## src/common/pcc_pkg.sv

```systemverilog
// Contract
// - clock-out write protect: resets zero, locks later writes
// - lock-loss reset enable gates system reset
// - factor-write lock loss never resets
// - second clock-out mode: strengths, 11 drives high
// - second mode resets ones, cleared when pins 01
// - mode changes switch output without glitches
// - first clock-out mode uses same encoding
// - first mode resets zero, ones when pins 01
// - synth control supervisor only, write if unprotected
// - synth write protect resets zero, locks writes
// - synth enable set-only, loaded from pins
// - enable low: crystal clocks; high: oscillator
// - prescale enable selects crystal or crystal/128
// - stop select: crystal half/256th or oscillator
// - multiplier equals factor plus one
// - factor write drops lock, clocks gated
// - factor resets to 0 or 400
// - divider control supervisor only, write if unprotected
// - divider write protect resets zero, locks writes
// - divider control resets to all zeros
// - sync divider 1/4/16/64, no lock loss
// - clock-out control supervisor-only access
package pcc_pkg;
    localparam logic [7:0]  PCC_CLKO_OFFS    = 8'h00;
    localparam logic [7:0]  PCC_PLL_OFFS     = 8'h04;
    localparam logic [7:0]  PCC_CDV_OFFS     = 8'h08;
    localparam logic [7:0]  PCC_STAT_OFFS    = 8'h0C;
    localparam int          PCC_CLKO_WP_BIT  = 7;
    localparam int          PCC_LOCK_LOSS_RESET_ENABLE_BIT    = 5;
    localparam int          PCC_SECOND_CLOCK_OUT_MODE_LSB     = 2;
    localparam int          PCC_FIRST_CLOCK_OUT_MODE_LSB     = 0;
    localparam int          PCC_SYNTH_ENABLE_BIT    = 15;
    localparam int          PCC_SYNTH_WRITE_PROTECT_BIT    = 14;
    localparam int          PCC_INPUT_PRESCALE_ENABLE_BIT    = 13;
    localparam int          PCC_STOP_MODE_CLOCK_SELECT_BIT    = 12;
    localparam int          PCC_DIVIDER_WRITE_PROTECT_BIT    = 15;
    localparam int          PCC_SYNC_CLOCK_DIVIDER_LSB     = 13;
    localparam logic [11:0] PCC_MF_RST_HI    = 12'h190;
    localparam logic [11:0] PCC_MF_RST_LO    = 12'h000;
    localparam logic [15:0] PCC_CDV_RST      = 16'h0000;
    localparam logic [1:0]  PCC_MODE_OFF     = 2'h3;
    localparam logic [1:0]  PCC_PINS_SWAP    = 2'h1;
    localparam logic [1:0]  PCC_RESP_OKAY    = 2'h0;
    localparam logic [1:0]  PCC_RESP_SLVERR  = 2'h2;
    localparam int          PCC_RELOCK_CYC   = 64;

    typedef struct packed {
        logic [1:0] strength;
        logic       clk;
    } pcc_clk_out_t;
endpackage : pcc_pkg

```

## src/core/pcc_clock_ctrl.sv

```systemverilog
`timescale 1ns/1ps
module pcc_clock_ctrl
    import pcc_pkg::*;
#(
    parameter int RELOCK_CYCLES = PCC_RELOCK_CYC
) (
    input  wire logic        aclk,
    input  wire logic        aresetn,
    input  wire logic [7:0]  s_axi_awaddr,
    input  wire logic [2:0]  s_axi_awprot,
    input  wire logic        s_axi_awvalid,
    output logic             s_axi_awready,
    input  wire logic [31:0] s_axi_wdata,
    input  wire logic [3:0]  s_axi_wstrb,
    input  wire logic        s_axi_wvalid,
    output logic             s_axi_wready,
    output logic [1:0]       s_axi_bresp,
    output logic             s_axi_bvalid,
    input  wire logic        s_axi_bready,
    input  wire logic [7:0]  s_axi_araddr,
    input  wire logic [2:0]  s_axi_arprot,
    input  wire logic        s_axi_arvalid,
    output logic             s_axi_arready,
    output logic [31:0]      s_axi_rdata,
    output logic [1:0]       s_axi_rresp,
    output logic             s_axi_rvalid,
    input  wire logic        s_axi_rready,
    input  wire logic [1:0]  mode_select_pins,
    input  wire logic        crystal_input,
    input  wire logic        synth_clock,
    input  wire logic        synth_locked,
    input  wire logic        low_power_stop_instr,
    output pcc_clk_out_t     first_clock_out_pin,
    output pcc_clk_out_t     second_clock_out_pin,
    output logic             system_reset_req,
    output logic             synth_run,
    output logic             synth_relock,
    output logic [11:0]      multiplication_factor,
    output logic             input_prescale_enable,
    output logic             clock_from_synth,
    output logic             integration_clock_from_crystal,
    output logic [6:0]       sync_clock_divide
);

    // ---------------------------------------------------------------
    // pin synchronisers
    // ---------------------------------------------------------------
    logic [1:0] pins_s1_reg, pins_s2_reg;
    logic [2:0] xtal_s_reg, synth_s_reg;
    logic [1:0] lock_s_reg, stop_s_reg;
    logic       boot_reg;

    always_ff @(posedge aclk) begin
        pins_s1_reg <= mode_select_pins;
        pins_s2_reg <= pins_s1_reg;
        xtal_s_reg  <= {xtal_s_reg[1:0], crystal_input};
        synth_s_reg <= {synth_s_reg[1:0], synth_clock};
        lock_s_reg  <= {lock_s_reg[0], synth_locked};
        stop_s_reg  <= {stop_s_reg[0], low_power_stop_instr};
    end

    wire [1:0] pins        = pins_s2_reg;
    wire       xtal_lvl    = xtal_s_reg[1];
    wire       xtal_rise   = xtal_s_reg[1] & ~xtal_s_reg[2];
    wire       synth_lvl   = synth_s_reg[1];
    wire       synth_rise  = synth_s_reg[1] & ~synth_s_reg[2];
    wire       locked_lvl  = lock_s_reg[1];
    wire       stopping    = stop_s_reg[1];

    // ---------------------------------------------------------------
    // bus slave
    // ---------------------------------------------------------------
    logic [7:0]  aw_addr_reg;
    logic [31:0] w_data_reg;
    logic        aw_sup_reg;
    logic [3:0]  w_strb_reg;

    // a low ready means that channel holds a word not yet used
    wire wr_go     = ~s_axi_awready & ~s_axi_wready & ~s_axi_bvalid;
    wire wr_clko   = wr_go & aw_sup_reg & aw_addr_reg == PCC_CLKO_OFFS;
    wire wr_pll    = wr_go & aw_sup_reg & aw_addr_reg == PCC_PLL_OFFS;
    wire wr_cdv    = wr_go & aw_sup_reg & aw_addr_reg == PCC_CDV_OFFS;
    wire wr_known  = aw_addr_reg == PCC_CLKO_OFFS
                   | aw_addr_reg == PCC_PLL_OFFS
                   | aw_addr_reg == PCC_CDV_OFFS
                   | aw_addr_reg == PCC_STAT_OFFS;

    always_ff @(posedge aclk) begin
        if (!aresetn) begin
            s_axi_awready <= 1'b1;
            s_axi_wready  <= 1'b1;
            aw_addr_reg   <= 8'h00;
            aw_sup_reg    <= 1'b0;
            w_data_reg    <= 32'h00000000;
            w_strb_reg    <= 4'h0;
            s_axi_bvalid  <= 1'b0;
            s_axi_bresp   <= PCC_RESP_OKAY;
        end else begin
            if (s_axi_awvalid && s_axi_awready) begin
                s_axi_awready <= 1'b0;
                aw_addr_reg <= {s_axi_awaddr[7:2], 2'b00};
                aw_sup_reg  <= s_axi_awprot[0];
            end
            if (s_axi_wvalid && s_axi_wready) begin
                s_axi_wready <= 1'b0;
                w_data_reg <= s_axi_wdata;
                w_strb_reg <= s_axi_wstrb;
            end
            if (wr_go) begin
                s_axi_awready <= 1'b1;
                s_axi_wready  <= 1'b1;
                s_axi_bvalid  <= 1'b1;
                // user-mode or unmapped access answers with an error
                s_axi_bresp  <= (aw_sup_reg && wr_known) ? PCC_RESP_OKAY
                                                         : PCC_RESP_SLVERR;
            end else if (s_axi_bready) begin
                s_axi_bvalid <= 1'b0;
            end
        end
    end

    // ---------------------------------------------------------------
    // clock-out control
    // ---------------------------------------------------------------
    logic       clko_wp_reg, lock_loss_reset_enable_reg;
    logic [1:0] first_clock_out_mode_reg, second_clock_out_mode_reg;
    wire        pins_swap = pins == PCC_PINS_SWAP;

    always_ff @(posedge aclk) begin
        if (!aresetn) begin
            clko_wp_reg <= 1'b0;
            lock_loss_reset_enable_reg   <= 1'b0;
            first_clock_out_mode_reg    <= 2'h0;
            second_clock_out_mode_reg    <= PCC_MODE_OFF;
        end else if (boot_reg) begin
            first_clock_out_mode_reg <= pins_swap ? PCC_MODE_OFF : 2'h0;
            second_clock_out_mode_reg <= pins_swap ? 2'h0 : PCC_MODE_OFF;
        end else if (wr_clko && !clko_wp_reg && w_strb_reg[0]) begin
            // the write that sets protection still lands
            clko_wp_reg <= w_data_reg[PCC_CLKO_WP_BIT];
            lock_loss_reset_enable_reg   <= w_data_reg[PCC_LOCK_LOSS_RESET_ENABLE_BIT];
            second_clock_out_mode_reg    <= w_data_reg[PCC_SECOND_CLOCK_OUT_MODE_LSB +: 2];
            first_clock_out_mode_reg    <= w_data_reg[PCC_FIRST_CLOCK_OUT_MODE_LSB +: 2];
        end
    end

    // ---------------------------------------------------------------
    // synth control
    // ---------------------------------------------------------------
    logic        synth_enable_reg, synth_write_protect_reg, input_prescale_enable_reg, stop_mode_clock_select_reg;
    logic [11:0] mf_reg;
    logic [15:0] relock_cnt_reg;
    logic        sw_unlock_reg;
    wire         pll_we = wr_pll & ~synth_write_protect_reg;

    always_ff @(posedge aclk) begin
        if (!aresetn) begin
            synth_enable_reg <= 1'b0;
            synth_write_protect_reg <= 1'b0;
            input_prescale_enable_reg <= 1'b0;
            stop_mode_clock_select_reg <= 1'b0;
            mf_reg    <= PCC_MF_RST_LO;
            boot_reg  <= 1'b1;
        end else if (boot_reg) begin
            // pins caught on the first edge after release
            boot_reg  <= 1'b0;
            synth_enable_reg <= pins != 2'b00;
            input_prescale_enable_reg <= pins[1];
            mf_reg    <= pins[0] ? PCC_MF_RST_HI
                                 : PCC_MF_RST_LO;
        end else if (pll_we) begin
            synth_write_protect_reg <= w_data_reg[PCC_SYNTH_WRITE_PROTECT_BIT];
            synth_enable_reg <= synth_enable_reg | w_data_reg[PCC_SYNTH_ENABLE_BIT];
            input_prescale_enable_reg <= w_data_reg[PCC_INPUT_PRESCALE_ENABLE_BIT];
            stop_mode_clock_select_reg <= w_data_reg[PCC_STOP_MODE_CLOCK_SELECT_BIT];
            mf_reg    <= w_data_reg[11:0];
        end
    end

    // a factor write forces a relock window; lock loss inside it
    // is self-inflicted and must not reset the chip
    always_ff @(posedge aclk) begin
        if (!aresetn) begin
            relock_cnt_reg <= 16'h0000;
            sw_unlock_reg  <= 1'b0;
        end else if (pll_we) begin
            relock_cnt_reg <= 16'(RELOCK_CYCLES);
            sw_unlock_reg  <= 1'b1;
        end else if (relock_cnt_reg != 16'h0000) begin
            relock_cnt_reg <= relock_cnt_reg - 16'h0001;
        end else if (locked_lvl) begin
            sw_unlock_reg  <= 1'b0;
        end
    end

    wire relocking  = relock_cnt_reg != 16'h0000;
    wire stop_xtal  = stopping & ~stop_mode_clock_select_reg;
    wire run_synth  = synth_enable_reg & ~stop_xtal;
    wire lock_lost  = run_synth & ~relocking & ~locked_lvl;
    wire want_reset = lock_loss_reset_enable_reg & lock_lost & ~sw_unlock_reg;
    wire gated      = run_synth & (relocking | ~locked_lvl);
    wire src_clk    = run_synth ? synth_lvl : xtal_lvl;
    wire src_rise   = run_synth ? synth_rise : xtal_rise;

    // ---------------------------------------------------------------
    // divider control and sync clock
    // ---------------------------------------------------------------
    logic       divider_write_protect_reg;
    logic [1:0] sync_clock_divider_reg;

    always_ff @(posedge aclk) begin
        if (!aresetn) begin
            divider_write_protect_reg <= PCC_CDV_RST[PCC_DIVIDER_WRITE_PROTECT_BIT];
            sync_clock_divider_reg  <= PCC_CDV_RST[PCC_SYNC_CLOCK_DIVIDER_LSB +: 2];
        end else if (wr_cdv && !divider_write_protect_reg) begin
            divider_write_protect_reg <= w_data_reg[PCC_DIVIDER_WRITE_PROTECT_BIT];
            sync_clock_divider_reg  <= w_data_reg[PCC_SYNC_CLOCK_DIVIDER_LSB +: 2];
        end
    end

    function automatic logic [6:0] pcc_sync_div(input logic [1:0] code);
        pcc_sync_div = 7'(1) << {code, 1'b0};
    endfunction : pcc_sync_div

    // ---------------------------------------------------------------
    // clock outputs: strength and off state change only while the
    // source is low or gated, so no runt pulse reaches a pin
    // ---------------------------------------------------------------
    logic [1:0] first_clock_out_mode_live_reg, second_clock_out_mode_live_reg;
    always_ff @(posedge aclk) begin
        if (!aresetn) begin
            first_clock_out_mode_live_reg <= 2'h0;
            second_clock_out_mode_live_reg <= PCC_MODE_OFF;
            first_clock_out_pin  <= '{strength: 2'h0, clk: 1'b0};
            second_clock_out_pin <= '{strength: PCC_MODE_OFF, clk: 1'b1};
        end else begin
            if (!src_clk || gated) begin
                first_clock_out_mode_live_reg <= first_clock_out_mode_reg;
                second_clock_out_mode_live_reg <= second_clock_out_mode_reg;
            end
            first_clock_out_pin.strength  <= first_clock_out_mode_live_reg;
            second_clock_out_pin.strength <= second_clock_out_mode_live_reg;
            first_clock_out_pin.clk  <= first_clock_out_mode_live_reg == PCC_MODE_OFF
                                      | (src_clk & ~gated);
            second_clock_out_pin.clk <= second_clock_out_mode_live_reg == PCC_MODE_OFF
                                      | (src_clk & ~gated);
        end
    end

    always_ff @(posedge aclk) begin
        if (!aresetn) begin
            system_reset_req      <= 1'b0;
            synth_run             <= 1'b0;
            synth_relock          <= 1'b0;
            multiplication_factor <= PCC_MF_RST_LO;
            input_prescale_enable <= 1'b0;
            clock_from_synth      <= 1'b0;
            integration_clock_from_crystal <= 1'b1;
            sync_clock_divide     <= 7'h01;
        end else begin
            system_reset_req      <= want_reset;
            synth_run             <= run_synth;
            synth_relock          <= relocking;
            multiplication_factor <= mf_reg;
            input_prescale_enable <= input_prescale_enable_reg;
            clock_from_synth      <= run_synth;
            integration_clock_from_crystal <= ~run_synth;
            sync_clock_divide     <= pcc_sync_div(sync_clock_divider_reg);
        end
    end

    // ---------------------------------------------------------------
    // read path
    // ---------------------------------------------------------------
    wire [7:0]  clko_word = {clko_wp_reg, 1'b0, lock_loss_reset_enable_reg, 1'b0,
                             second_clock_out_mode_reg, first_clock_out_mode_reg};
    wire [15:0] pll_word  = {synth_enable_reg, synth_write_protect_reg, input_prescale_enable_reg, stop_mode_clock_select_reg,
                             mf_reg};
    wire [15:0] cdv_word  = {divider_write_protect_reg, sync_clock_divider_reg, 13'h0000};
    wire [3:0]  stat_word = {src_rise, gated, locked_lvl, run_synth};
    wire [7:0]  ar_addr   = {s_axi_araddr[7:2], 2'b00};
    wire        ar_sup    = s_axi_arprot[0];
    wire [31:0] rd_word   =
        ar_addr == PCC_CLKO_OFFS ? {24'h000000, clko_word} :
        ar_addr == PCC_PLL_OFFS  ? {16'h0000, pll_word} :
        ar_addr == PCC_CDV_OFFS  ? {16'h0000, cdv_word} :
        ar_addr == PCC_STAT_OFFS ? {28'h0000000, stat_word} :
                                   32'h00000000;
    wire        rd_known  = ar_addr == PCC_CLKO_OFFS
                          | ar_addr == PCC_PLL_OFFS
                          | ar_addr == PCC_CDV_OFFS
                          | ar_addr == PCC_STAT_OFFS;

    always_ff @(posedge aclk) begin
        if (!aresetn) begin
            s_axi_rvalid  <= 1'b0;
            s_axi_arready <= 1'b1;
            s_axi_rdata   <= 32'h00000000;
            s_axi_rresp   <= PCC_RESP_OKAY;
        end else if (s_axi_arvalid && s_axi_arready) begin
            s_axi_rvalid  <= 1'b1;
            s_axi_arready <= 1'b0;
            // user-mode reads see zeros and an error
            s_axi_rdata  <= ar_sup ? rd_word : 32'h00000000;
            s_axi_rresp  <= (ar_sup && rd_known) ? PCC_RESP_OKAY
                                                 : PCC_RESP_SLVERR;
        end else if (s_axi_rready) begin
            s_axi_rvalid  <= 1'b0;
            s_axi_arready <= 1'b1;
        end
    end

    // ---------------------------------------------------------------
    // checks
    // ---------------------------------------------------------------
    a_clko_wp_lock: assert property (
        @(posedge aclk) disable iff (!aresetn)
        clko_wp_reg && !boot_reg |=> $stable(first_clock_out_mode_reg) && $stable(second_clock_out_mode_reg))
        else $error("clock-out control changed while protected");
    a_no_sw_reset: assert property (
        @(posedge aclk) disable iff (!aresetn)
        sw_unlock_reg |=> !system_reset_req)
        else $error("reset raised by factor write");
    a_lock_loss_reset_enable_gate: assert property (
        @(posedge aclk) disable iff (!aresetn)
        !lock_loss_reset_enable_reg |=> !system_reset_req)
        else $error("reset raised while disabled");
    a_pll_wp_lock: assert property (
        @(posedge aclk) disable iff (!aresetn)
        synth_write_protect_reg |=> $stable(mf_reg) && synth_write_protect_reg)
        else $error("synth control changed while protected");
    a_synth_enable_sticky: assert property (
        @(posedge aclk) disable iff (!aresetn)
        synth_enable_reg && !boot_reg |=> synth_enable_reg)
        else $error("synth enable cleared by software");
    a_cdv_wp_lock: assert property (
        @(posedge aclk) disable iff (!aresetn)
        divider_write_protect_reg |=> $stable(sync_clock_divider_reg) && divider_write_protect_reg)
        else $error("divider changed while protected");
    a_mf_relock: assert property (
        @(posedge aclk) disable iff (!aresetn)
        pll_we |=> relocking ##1 synth_relock)
        else $error("factor write did not drop lock");
    a_off_high: assert property (
        @(posedge aclk) disable iff (!aresetn)
        second_clock_out_mode_live_reg == PCC_MODE_OFF |=> second_clock_out_pin.clk)
        else $error("disabled clock output not high");
    a_boot_com: assert property (
        @(posedge aclk) disable iff (!aresetn)
        boot_reg && pins_swap |=> first_clock_out_mode_reg == PCC_MODE_OFF && second_clock_out_mode_reg == 2'h0)
        else $error("clock-out reset modes wrong");

endmodule : pcc_clock_ctrl

```

## config.mk

```make
export PLATFORM = sky130hd
export DESIGN_NAME = pcc_clock_ctrl
export DESIGN_NICKNAME = d
export VERILOG_FILES = /design/src/common/pcc_pkg.sv /design/src/core/pcc_clock_ctrl.sv
export SDC_FILE = /design/constraint.sdc
export NUM_CORES = 1
export LEC_CHECK = 0
export ABC_CLOCK_PERIOD_IN_PS = 5260
export BUFFER_PORTS_ARGS = -buffer_cell sky130_fd_sc_hd__buf_2
export CELL_PAD_IN_SITES_DETAIL_PLACEMENT = 1
export CELL_PAD_IN_SITES_GLOBAL_PLACEMENT = 2
export CORE_MARGIN = 1
export CORE_UTILIZATION = 33
export CTS_CLUSTER_DIAMETER = 60
export DETAILED_ROUTE_END_ITERATION = 12
export GPL_TIMING_DRIVEN = 0
export PLACE_DENSITY = 0.95
export SLEW_MARGIN = 25
export SYNTH_ARGS = -nofsm -noshare
export SYNTH_HDL_FRONTEND = slang
export SYNTH_SLANG_ARGS = --single-unit
```

## constraint.sdc

```tcl
create_clock -name aclk -period 5.26 [get_ports aclk]
set_clock_uncertainty 0.15 [all_clocks]
set_input_delay 0.263 -clock aclk [delete_from_list [all_inputs] [get_ports aclk]]
set_output_delay 0.263 -clock aclk [all_outputs]
set_load 0.05 [all_outputs]
```

# Yosys cells after proc, flatten, opt, wreduce, memory -nomap -nowiden
# Index checks and enable logic that the tools add are counted.
# totals
output_inout_bits	72
in_bits	71
word_cells	161
register_bits	156
# op_classes
n_shift	1
n_addsub	1
n_mux	34
bitwise	42
reduce_logical	27
n_eq_ne	10
# ops
op	n
2-to-1 mux 16 bit	4
== test 6 x 2 -> 1 bit, second input constant	4
2-to-1 mux 12 bit	2
AND 1 bit	17
logical NOT 8 bit	2
2-to-1 mux 1 bit	16
2-to-1 mux 2 bit	8
nonzero test 16 bit	1
subtractor 16 x 1 -> 16 bit, second input constant	1
NOT 1 bit	15
2-to-1 mux 7 bit	2
nonzero test 2 bit	7
== test 6 x 1 -> 1 bit, second input constant	2
bitwise OR 1 bit	10
2-to-1 mux 9 bit	1
logical AND 1 bit	8
<< shifter 1 x 3 -> 7 bit, first input constant	1
AND reduction 2 bit	3
== test 2 bit, second input constant	2
2-to-1 mux 4 bit	1
OR reduction 2 bit	2
logical NOT 1 bit	3
== test 2 x 1 -> 1 bit, second input constant	1
inequality test 2 bit, second input constant	1
logical OR 1 bit	1

# Depth between registers and ports, before layout
# logic_depth
ltp_word	10
mapped_depth	7
depth_no_buf	6

# Worst setup path before layout
# No wires, ideal clock.
# synth_path
kind	reg-to-reg
from	reg s_axi_bvalid
to	reg relock_cnt_reg[0]
period_less_slack_ns	2.132
setup_ns	0.117
required_time_ns	4.993
path_stages_with_launch	7
arrival_ns	1.865
n_path_buf	2
slack_ns	3.128
cell_sequence	dfxtp_1 > nor4_1 > and3_1 > buf_4 > nand2b_1 > buf_2 > nor2_1
# synth_between
elab_chain_len	6
# synth_lines
item	line	rtl
start, declared	pcc_clock_ctrl.sv:18	output logic s_axi_bvalid,
start signal, assigned	pcc_clock_ctrl.sv:96	s_axi_bvalid <= 1'b0;
start signal, assigned	pcc_clock_ctrl.sv:112	s_axi_bvalid <= 1'b1;
start signal, assigned	pcc_clock_ctrl.sv:117	s_axi_bvalid <= 1'b0;
NOT 1 bit	pcc_clock_ctrl.sv:79	wire wr_go = ~s_axi_awready & ~s_axi_wready & ~s_axi_bvalid;
AND 1 bit	pcc_clock_ctrl.sv:79	
AND 1 bit (2 in series)	pcc_clock_ctrl.sv:81	wire wr_pll = wr_go & aw_sup_reg & aw_addr_reg == PCC_PLL_OFFS;
AND 1 bit	pcc_clock_ctrl.sv:154	wire pll_we = wr_pll & ~synth_write_protect_reg;
OR reduction 2 bit (no line)	--	
end signal, assigned	pcc_clock_ctrl.sv:187	relock_cnt_reg <= 16'(RELOCK_CYCLES);
end signal, assigned	pcc_clock_ctrl.sv:190	relock_cnt_reg <= relock_cnt_reg - 16'h0001;
end, declared	pcc_clock_ctrl.sv:152	logic [15:0] relock_cnt_reg;
# Every way passes these cells.
# A chain may end at the register's enable or synchronous reset.

# Worst setup path after layout
# layout_path
from	reg aw_addr_reg[5]
to	reg relock_cnt_reg[0]
# layout_between
elab_chain_len	4
# layout_lines
item	line	rtl
start, declared	pcc_clock_ctrl.sv:73	logic [7:0] aw_addr_reg;
start signal, assigned	pcc_clock_ctrl.sv:101	aw_addr_reg <= {s_axi_awaddr[7:2], 2'b00};
== test 6 x 1 -> 1 bit	pcc_clock_ctrl.sv:81	
AND 1 bit	pcc_clock_ctrl.sv:81	
AND 1 bit	pcc_clock_ctrl.sv:154	
OR reduction 2 bit (no line)	--	
# Every way passes these cells.

==> run_summary.xml <==
<?xml version="1.0" encoding="UTF-8"?>
<metrics>
  <group name="layout">
    <metric name="synthToLayoutAreaGrowth" unit="%">32.9</metric>
    <metric name="insertedDiodeCount" unit="">0</metric>
    <metric name="nets" unit="">802</metric>
    <metric name="fill_cells" unit="">1750</metric>
    <metric name="post_route_cells_drive_above_1_share" unit="%">21.2</metric>
    <metric name="final_core_util" unit="%">44.9</metric>
    <metric name="layout_commonest_cell" unit="">sky130_fd_sc_hd__dfxtp_1</metric>
    <metric name="final_cell_mix" unit="">sky130_fd_sc_hd__dfxtp_1, sky130_fd_sc_hd__buf_2, sky130_fd_sc_hd__nand2_1</metric>
  </group>
  <group name="critical_path">
    <metric name="cp_data_arrival_time" unit="ps">2650</metric>
    <metric name="slowest_stage" unit="">sky130_fd_sc_hd__nor4b_1</metric>
    <metric name="r2r_cell_count" unit="">6</metric>
    <metric name="timing.critical_path.slowest_cell_delay" unit="ps">760</metric>
    <metric name="worst_r2r_startpoint" unit="">aw_addr_reg[5]</metric>
    <metric name="timing.critical_path.max_delay_family" unit="">simple AND/OR/NAND/NOR gates</metric>
    <metric name="worst-setup-path-type" unit="">reg -&gt; reg</metric>
    <metric name="worst-r2r-setup-slack" unit="ps">2770</metric>
    <metric name="cp.buffers_inverters" unit="">2</metric>
    <metric name="startpoint_type" unit="">flip-flop</metric>
    <metric name="cp_data_required_time" unit="ps">5420</metric>
    <metric name="critical_path.max_fanout" unit="">10</metric>
    <metric name="critical_path.cell_chain" unit="">nor4b_1 &gt; and3_1 &gt; buf_4 &gt; nand2b_1 &gt; buf_2 &gt; nor2_1</metric>
    <metric name="worstSetupEndpointType" unit="">flip-flop</metric>
    <metric name="critical_path.reg2reg.endpoint" unit="">relock_cnt_reg[0]</metric>
  </group>
  <group name="sta">
    <metric name="fmaxAchievable" unit="MHz">401</metric>
    <metric name="pins_over_slew_limit" unit="">0</metric>
    <metric name="report.final.setup_viol" unit="">0</metric>
    <metric name="final-hold-violation-count" unit="">0</metric>
    <metric name="rsz0062_at_grt" unit="">no</metric>
    <metric name="post-route-period-util" unit="%">47.4</metric>
    <metric name="worst_slew_margin_rel" unit="%">42.2</metric>
    <metric name="final.setup.tns" unit="ps">0</metric>
    <metric name="timing_worst_slew_pin_value" unit="ps">856</metric>
    <metric name="finalWorstPathRequiredPeriod" unit="ps">2490</metric>
    <metric name="whs" unit="ps">77.3</metric>
  </group>
  <group name="synth">
    <metric name="synth_compound_area_share" unit="%">14.9</metric>
    <metric name="synth-edff-count" unit="">0</metric>
    <metric name="netlist_top_cells_area" unit="">sky130_fd_sc_hd__dfxtp_1, sky130_fd_sc_hd__a21oi_1, sky130_fd_sc_hd__nand2_1, sky130_fd_sc_hd__buf_4, sky130_fd_sc_hd__mux2i_1</metric>
    <metric name="synth_xor_area_share" unit="%">0.171</metric>
    <metric name="netlist.area_leader.share" unit="%">52.9</metric>
    <metric name="synth.mux.area_fraction" unit="%">3.13</metric>
    <metric name="synthDominantAreaCellType" unit="">sky130_fd_sc_hd__dfxtp_1</metric>
    <metric name="synth_cell_types" unit="">48</metric>
    <metric name="fraction_of_the_yosys_area_taken_by_sequential_cells" unit="%">52.9</metric>
    <metric name="synthesis.yosys.warnings" unit="">0</metric>
    <metric name="postSynthRegisterBits" unit="">135</metric>
    <metric name="postSynthAreaPerCell" unit="µm²">9.06</metric>
    <metric name="synth-simple-area-share" unit="%">22.0</metric>
    <metric name="synth_top_family_by_area" unit="">simple AND/OR/NAND/NOR gates</metric>
    <metric name="asyncSetResetFlopFracSynth" unit="%">0</metric>
    <metric name="synth_fa_ha_area_share" unit="%">0.489</metric>
    <metric name="synth_top_flop_cell" unit="">sky130_fd_sc_hd__dfxtp_1</metric>
    <metric name="post_synthesis_cell_area" unit="mm²">0.00511</metric>
    <metric name="netlist_instances" unit="">564</metric>
  </group>
  <group name="global_routing">
    <metric name="grt.total_usage" unit="%">20.3</metric>
    <metric name="m2_gr_usage" unit="%">37.6</metric>
    <metric name="pin_count_of_the_biggest_net_entering_global_routing" unit="">17</metric>
    <metric name="wire_length_of_the_first_global_routing_pass" unit="µm">25000</metric>
    <metric name="most_heavily_used_metal_layer_in_global_routing" unit="">met2</metric>
    <metric name="first_global_vias" unit="">4881</metric>
    <metric name="globalRouteMet1Util" unit="%">22.7</metric>
    <metric name="met3_usage" unit="%">4.72</metric>
    <metric name="overflow_left_after_global_routing" unit="">0</metric>
    <metric name="number_of_antenna_violations_at_the_first_check_in_global_routing" unit="">0</metric>
  </group>
  <group name="worst_hold_path">
    <metric name="hp-class" unit="">in -&gt; reg</metric>
    <metric name="min_to" unit="">s_axi_rresp[1]</metric>
    <metric name="worstHoldStart" unit="">s_axi_arprot[0]</metric>
    <metric name="cell_count_of_the_worst_hold_path" unit="">4</metric>
  </group>
  <group name="route">
    <metric name="routed_wire_length_per_instance" unit="µm">16.7</metric>
    <metric name="drt_pre_antenna_iters" unit="">4</metric>
    <metric name="vias_per_cell" unit="">5.05</metric>
    <metric name="total_wirelength" unit="µm">15600</metric>
    <metric name="drt_iter0_drc" unit="">196</metric>
    <metric name="drc" unit="">0</metric>
    <metric name="antenna_left" unit="">0</metric>
    <metric name="vias" unit="">4695</metric>
  </group>
  <group name="place">
    <metric name="port_buffers" unit="">93</metric>
    <metric name="post-dp-hpwl" unit="µm">11100</metric>
    <metric name="gpl.final_weighted_congestion" unit="">0.806</metric>
  </group>
  <group name="clock_tree">
    <metric name="tritoncts_clock_tree" unit="">built</metric>
    <metric name="clock_tree.root_cell" unit="">sky130_fd_sc_hd__clkbuf_16</metric>
    <metric name="h-tree-depth" unit="">4</metric>
    <metric name="clk_latency" unit="ps">430</metric>
    <metric name="ctsLongestPathBuffers" unit="">2</metric>
    <metric name="clock_sink_count" unit="">135</metric>
    <metric name="clkTransAtPathRegs" unit="ps">60</metric>
    <metric name="cts_made_buffers" unit="">17</metric>
  </group>
  <group name="floorplanning">
    <metric name="die_area" unit="mm²">0.0160</metric>
    <metric name="die_width" unit="µm">126</metric>
    <metric name="io_pins" unit="">143</metric>
    <metric name="core" unit="mm²">0.0151</metric>
    <metric name="chipHeight" unit="µm">126</metric>
    <metric name="initial_core_util" unit="%">33.8</metric>
    <metric name="number_of_rows_created_at_floorplan" unit="">45</metric>
  </group>
  <group name="power">
    <metric name="p_leak" unit="nW">2.88</metric>
    <metric name="power-per-cell-area" unit="mW/mm²">458</metric>
    <metric name="switchingPower" unit="mW">1.02</metric>
    <metric name="intPower" unit="mW">2.09</metric>
    <metric name="sw_frac_of_total" unit="%">32.7</metric>
    <metric name="seq_power_share" unit="%">38.9</metric>
    <metric name="comb_power_share" unit="%">24.0</metric>
    <metric name="max-vdd-ir-drop" unit="mV">0.225</metric>
    <metric name="share_clk_of_total_power" unit="%">37.1</metric>
  </group>
  <group name="run_status">
    <metric name="result_of_the_run" unit="">complete, no violations</metric>
  </group>
  <group name="run">
    <metric name="cap_viol_max_count" unit="">0</metric>
  </group>
</metrics>
timing repair:
item	CTS	global route
endpoints found under the hold margin	34	0
buffers inserted	0	0
hold buffers	33	0
setup endpoints to repair	0	0
gates resized for setup	0	0
power by group through the flow:
stage | sequential, mW | combinational, mW | clock, mW
floorplan | 1.24 | 0.506 | 0
global placement | 1.22 | 0.685 | 0
detailed placement | 1.23 | 0.726 | 0
CTS | 1.21 | 0.749 | 1.17
global route | 1.23 | 0.844 | 1.22
finish | 1.21 | 0.746 | 1.16
layer usage:
layer | share of wire [%] | up-vias
li1 | - | 2269
met1 | 41 | 2300
met2 | 54 | 104
met3 | 3.4 | 22
met4 | 1.7 | 0
met5 | 0 | -
through the flow:
stage	setup WS (ps)	area [µm²]	power [mW]	cells
2_1_floorplan	3130	5190	1.75	584
3_3_place_gp	2860	5890	1.90	865
3_5_place_dp	2820	5890	1.96	865
4_1_cts	2750	6790	3.13	930
5_1_grt	2560	6790	3.29	930
6_report	2770	6790	3.11	930
kinds of logic after synthesis:
group           after synthesis
simple gates                223
flops                       135
compound gates              124
buf+inv                      62
mux                          16
fa+ha+maj                     2
other cells                   1
xor+xnor                      1
worst max path at each step:
stage,from,slack (ps),cells after the start,endpoint
after floorplan,s_axi_bvalid,3130,6,relock_cnt_reg[0]
after global placement,s_axi_araddr[7],2860,6,s_axi_rdata[13]
after detailed placement,aw_addr_reg[5],2820,6,relock_cnt_reg[0]
after CTS,aw_addr_reg[5],2750,6,relock_cnt_reg[0]
after global routing,aw_addr_reg[5],2560,6,relock_cnt_reg[10]
final,aw_addr_reg[5],2770,6,relock_cnt_reg[0]
final cells by class:
type                            instances  area [µm²]  area share (%)
Clock buffer                           20         447            6.57
Timing Repair Buffer                  126         796            11.7
Clock inverter                         12         129            1.90
Sequential cell                       135        2700            39.8
Buffer                                 50         282            4.14
Multi-Input combinational cell        387        2160            31.8
Tap cell                              188         235            3.46
Inverter                               12        45.0           0.663
worst register-to-register path, stage by stage (launching register included):
cell and delay (ps):
sky130_fd_sc_hd__dfxtp_1 310, sky130_fd_sc_hd__nor4b_1 760, sky130_fd_sc_hd__and3_1 280, sky130_fd_sc_hd__buf_4 210, sky130_fd_sc_hd__nand2b_1 290, sky130_fd_sc_hd__buf_2 300
sky130_fd_sc_hd__nor2_1 80
Yosys cell counts, types with 2 or more instances:
cell type / instances
sky130_fd_sc_hd__nor2b_1: 4
sky130_fd_sc_hd__or3_1: 10
sky130_fd_sc_hd__o211ai_1: 9
sky130_fd_sc_hd__mux2i_1: 16
sky130_fd_sc_hd__a21oi_1: 61
sky130_fd_sc_hd__o311a_1: 2
sky130_fd_sc_hd__or4_1: 12
sky130_fd_sc_hd__nand2b_1: 8
sky130_fd_sc_hd__a211o_1: 4
sky130_fd_sc_hd__and3_1: 5
sky130_fd_sc_hd__nor4_1: 6
sky130_fd_sc_hd__a311oi_1: 2
sky130_fd_sc_hd__buf_2: 3
sky130_fd_sc_hd__dfxtp_1: 135
sky130_fd_sc_hd__nand3_1: 16
sky130_fd_sc_hd__clkbuf_1: 22
sky130_fd_sc_hd__o21ai_0: 14
sky130_fd_sc_hd__or2_2: 3
sky130_fd_sc_hd__nand2_1: 81
sky130_fd_sc_hd__nor2_1: 37
sky130_fd_sc_hd__inv_1: 11
sky130_fd_sc_hd__nor3_1: 5
sky130_fd_sc_hd__o31ai_1: 9
sky130_fd_sc_hd__buf_4: 24
sky130_fd_sc_hd__and2_1: 17
sky130_fd_sc_hd__a32oi_1: 2
sky130_fd_sc_hd__a22oi_1: 9
sky130_fd_sc_hd__or3b_2: 2
sky130_fd_sc_hd__and4_1: 4
sky130_fd_sc_hd__nor3b_1: 3
sky130_fd_sc_hd__nor4b_1: 2
sky130_fd_sc_hd__ha_1: 2
sky130_fd_sc_hd__a31oi_1: 2
sky130_fd_sc_hd__nand4_1: 4
sky130_fd_sc_hd__a211oi_1: 5
(Power assumes the default switching activity.)
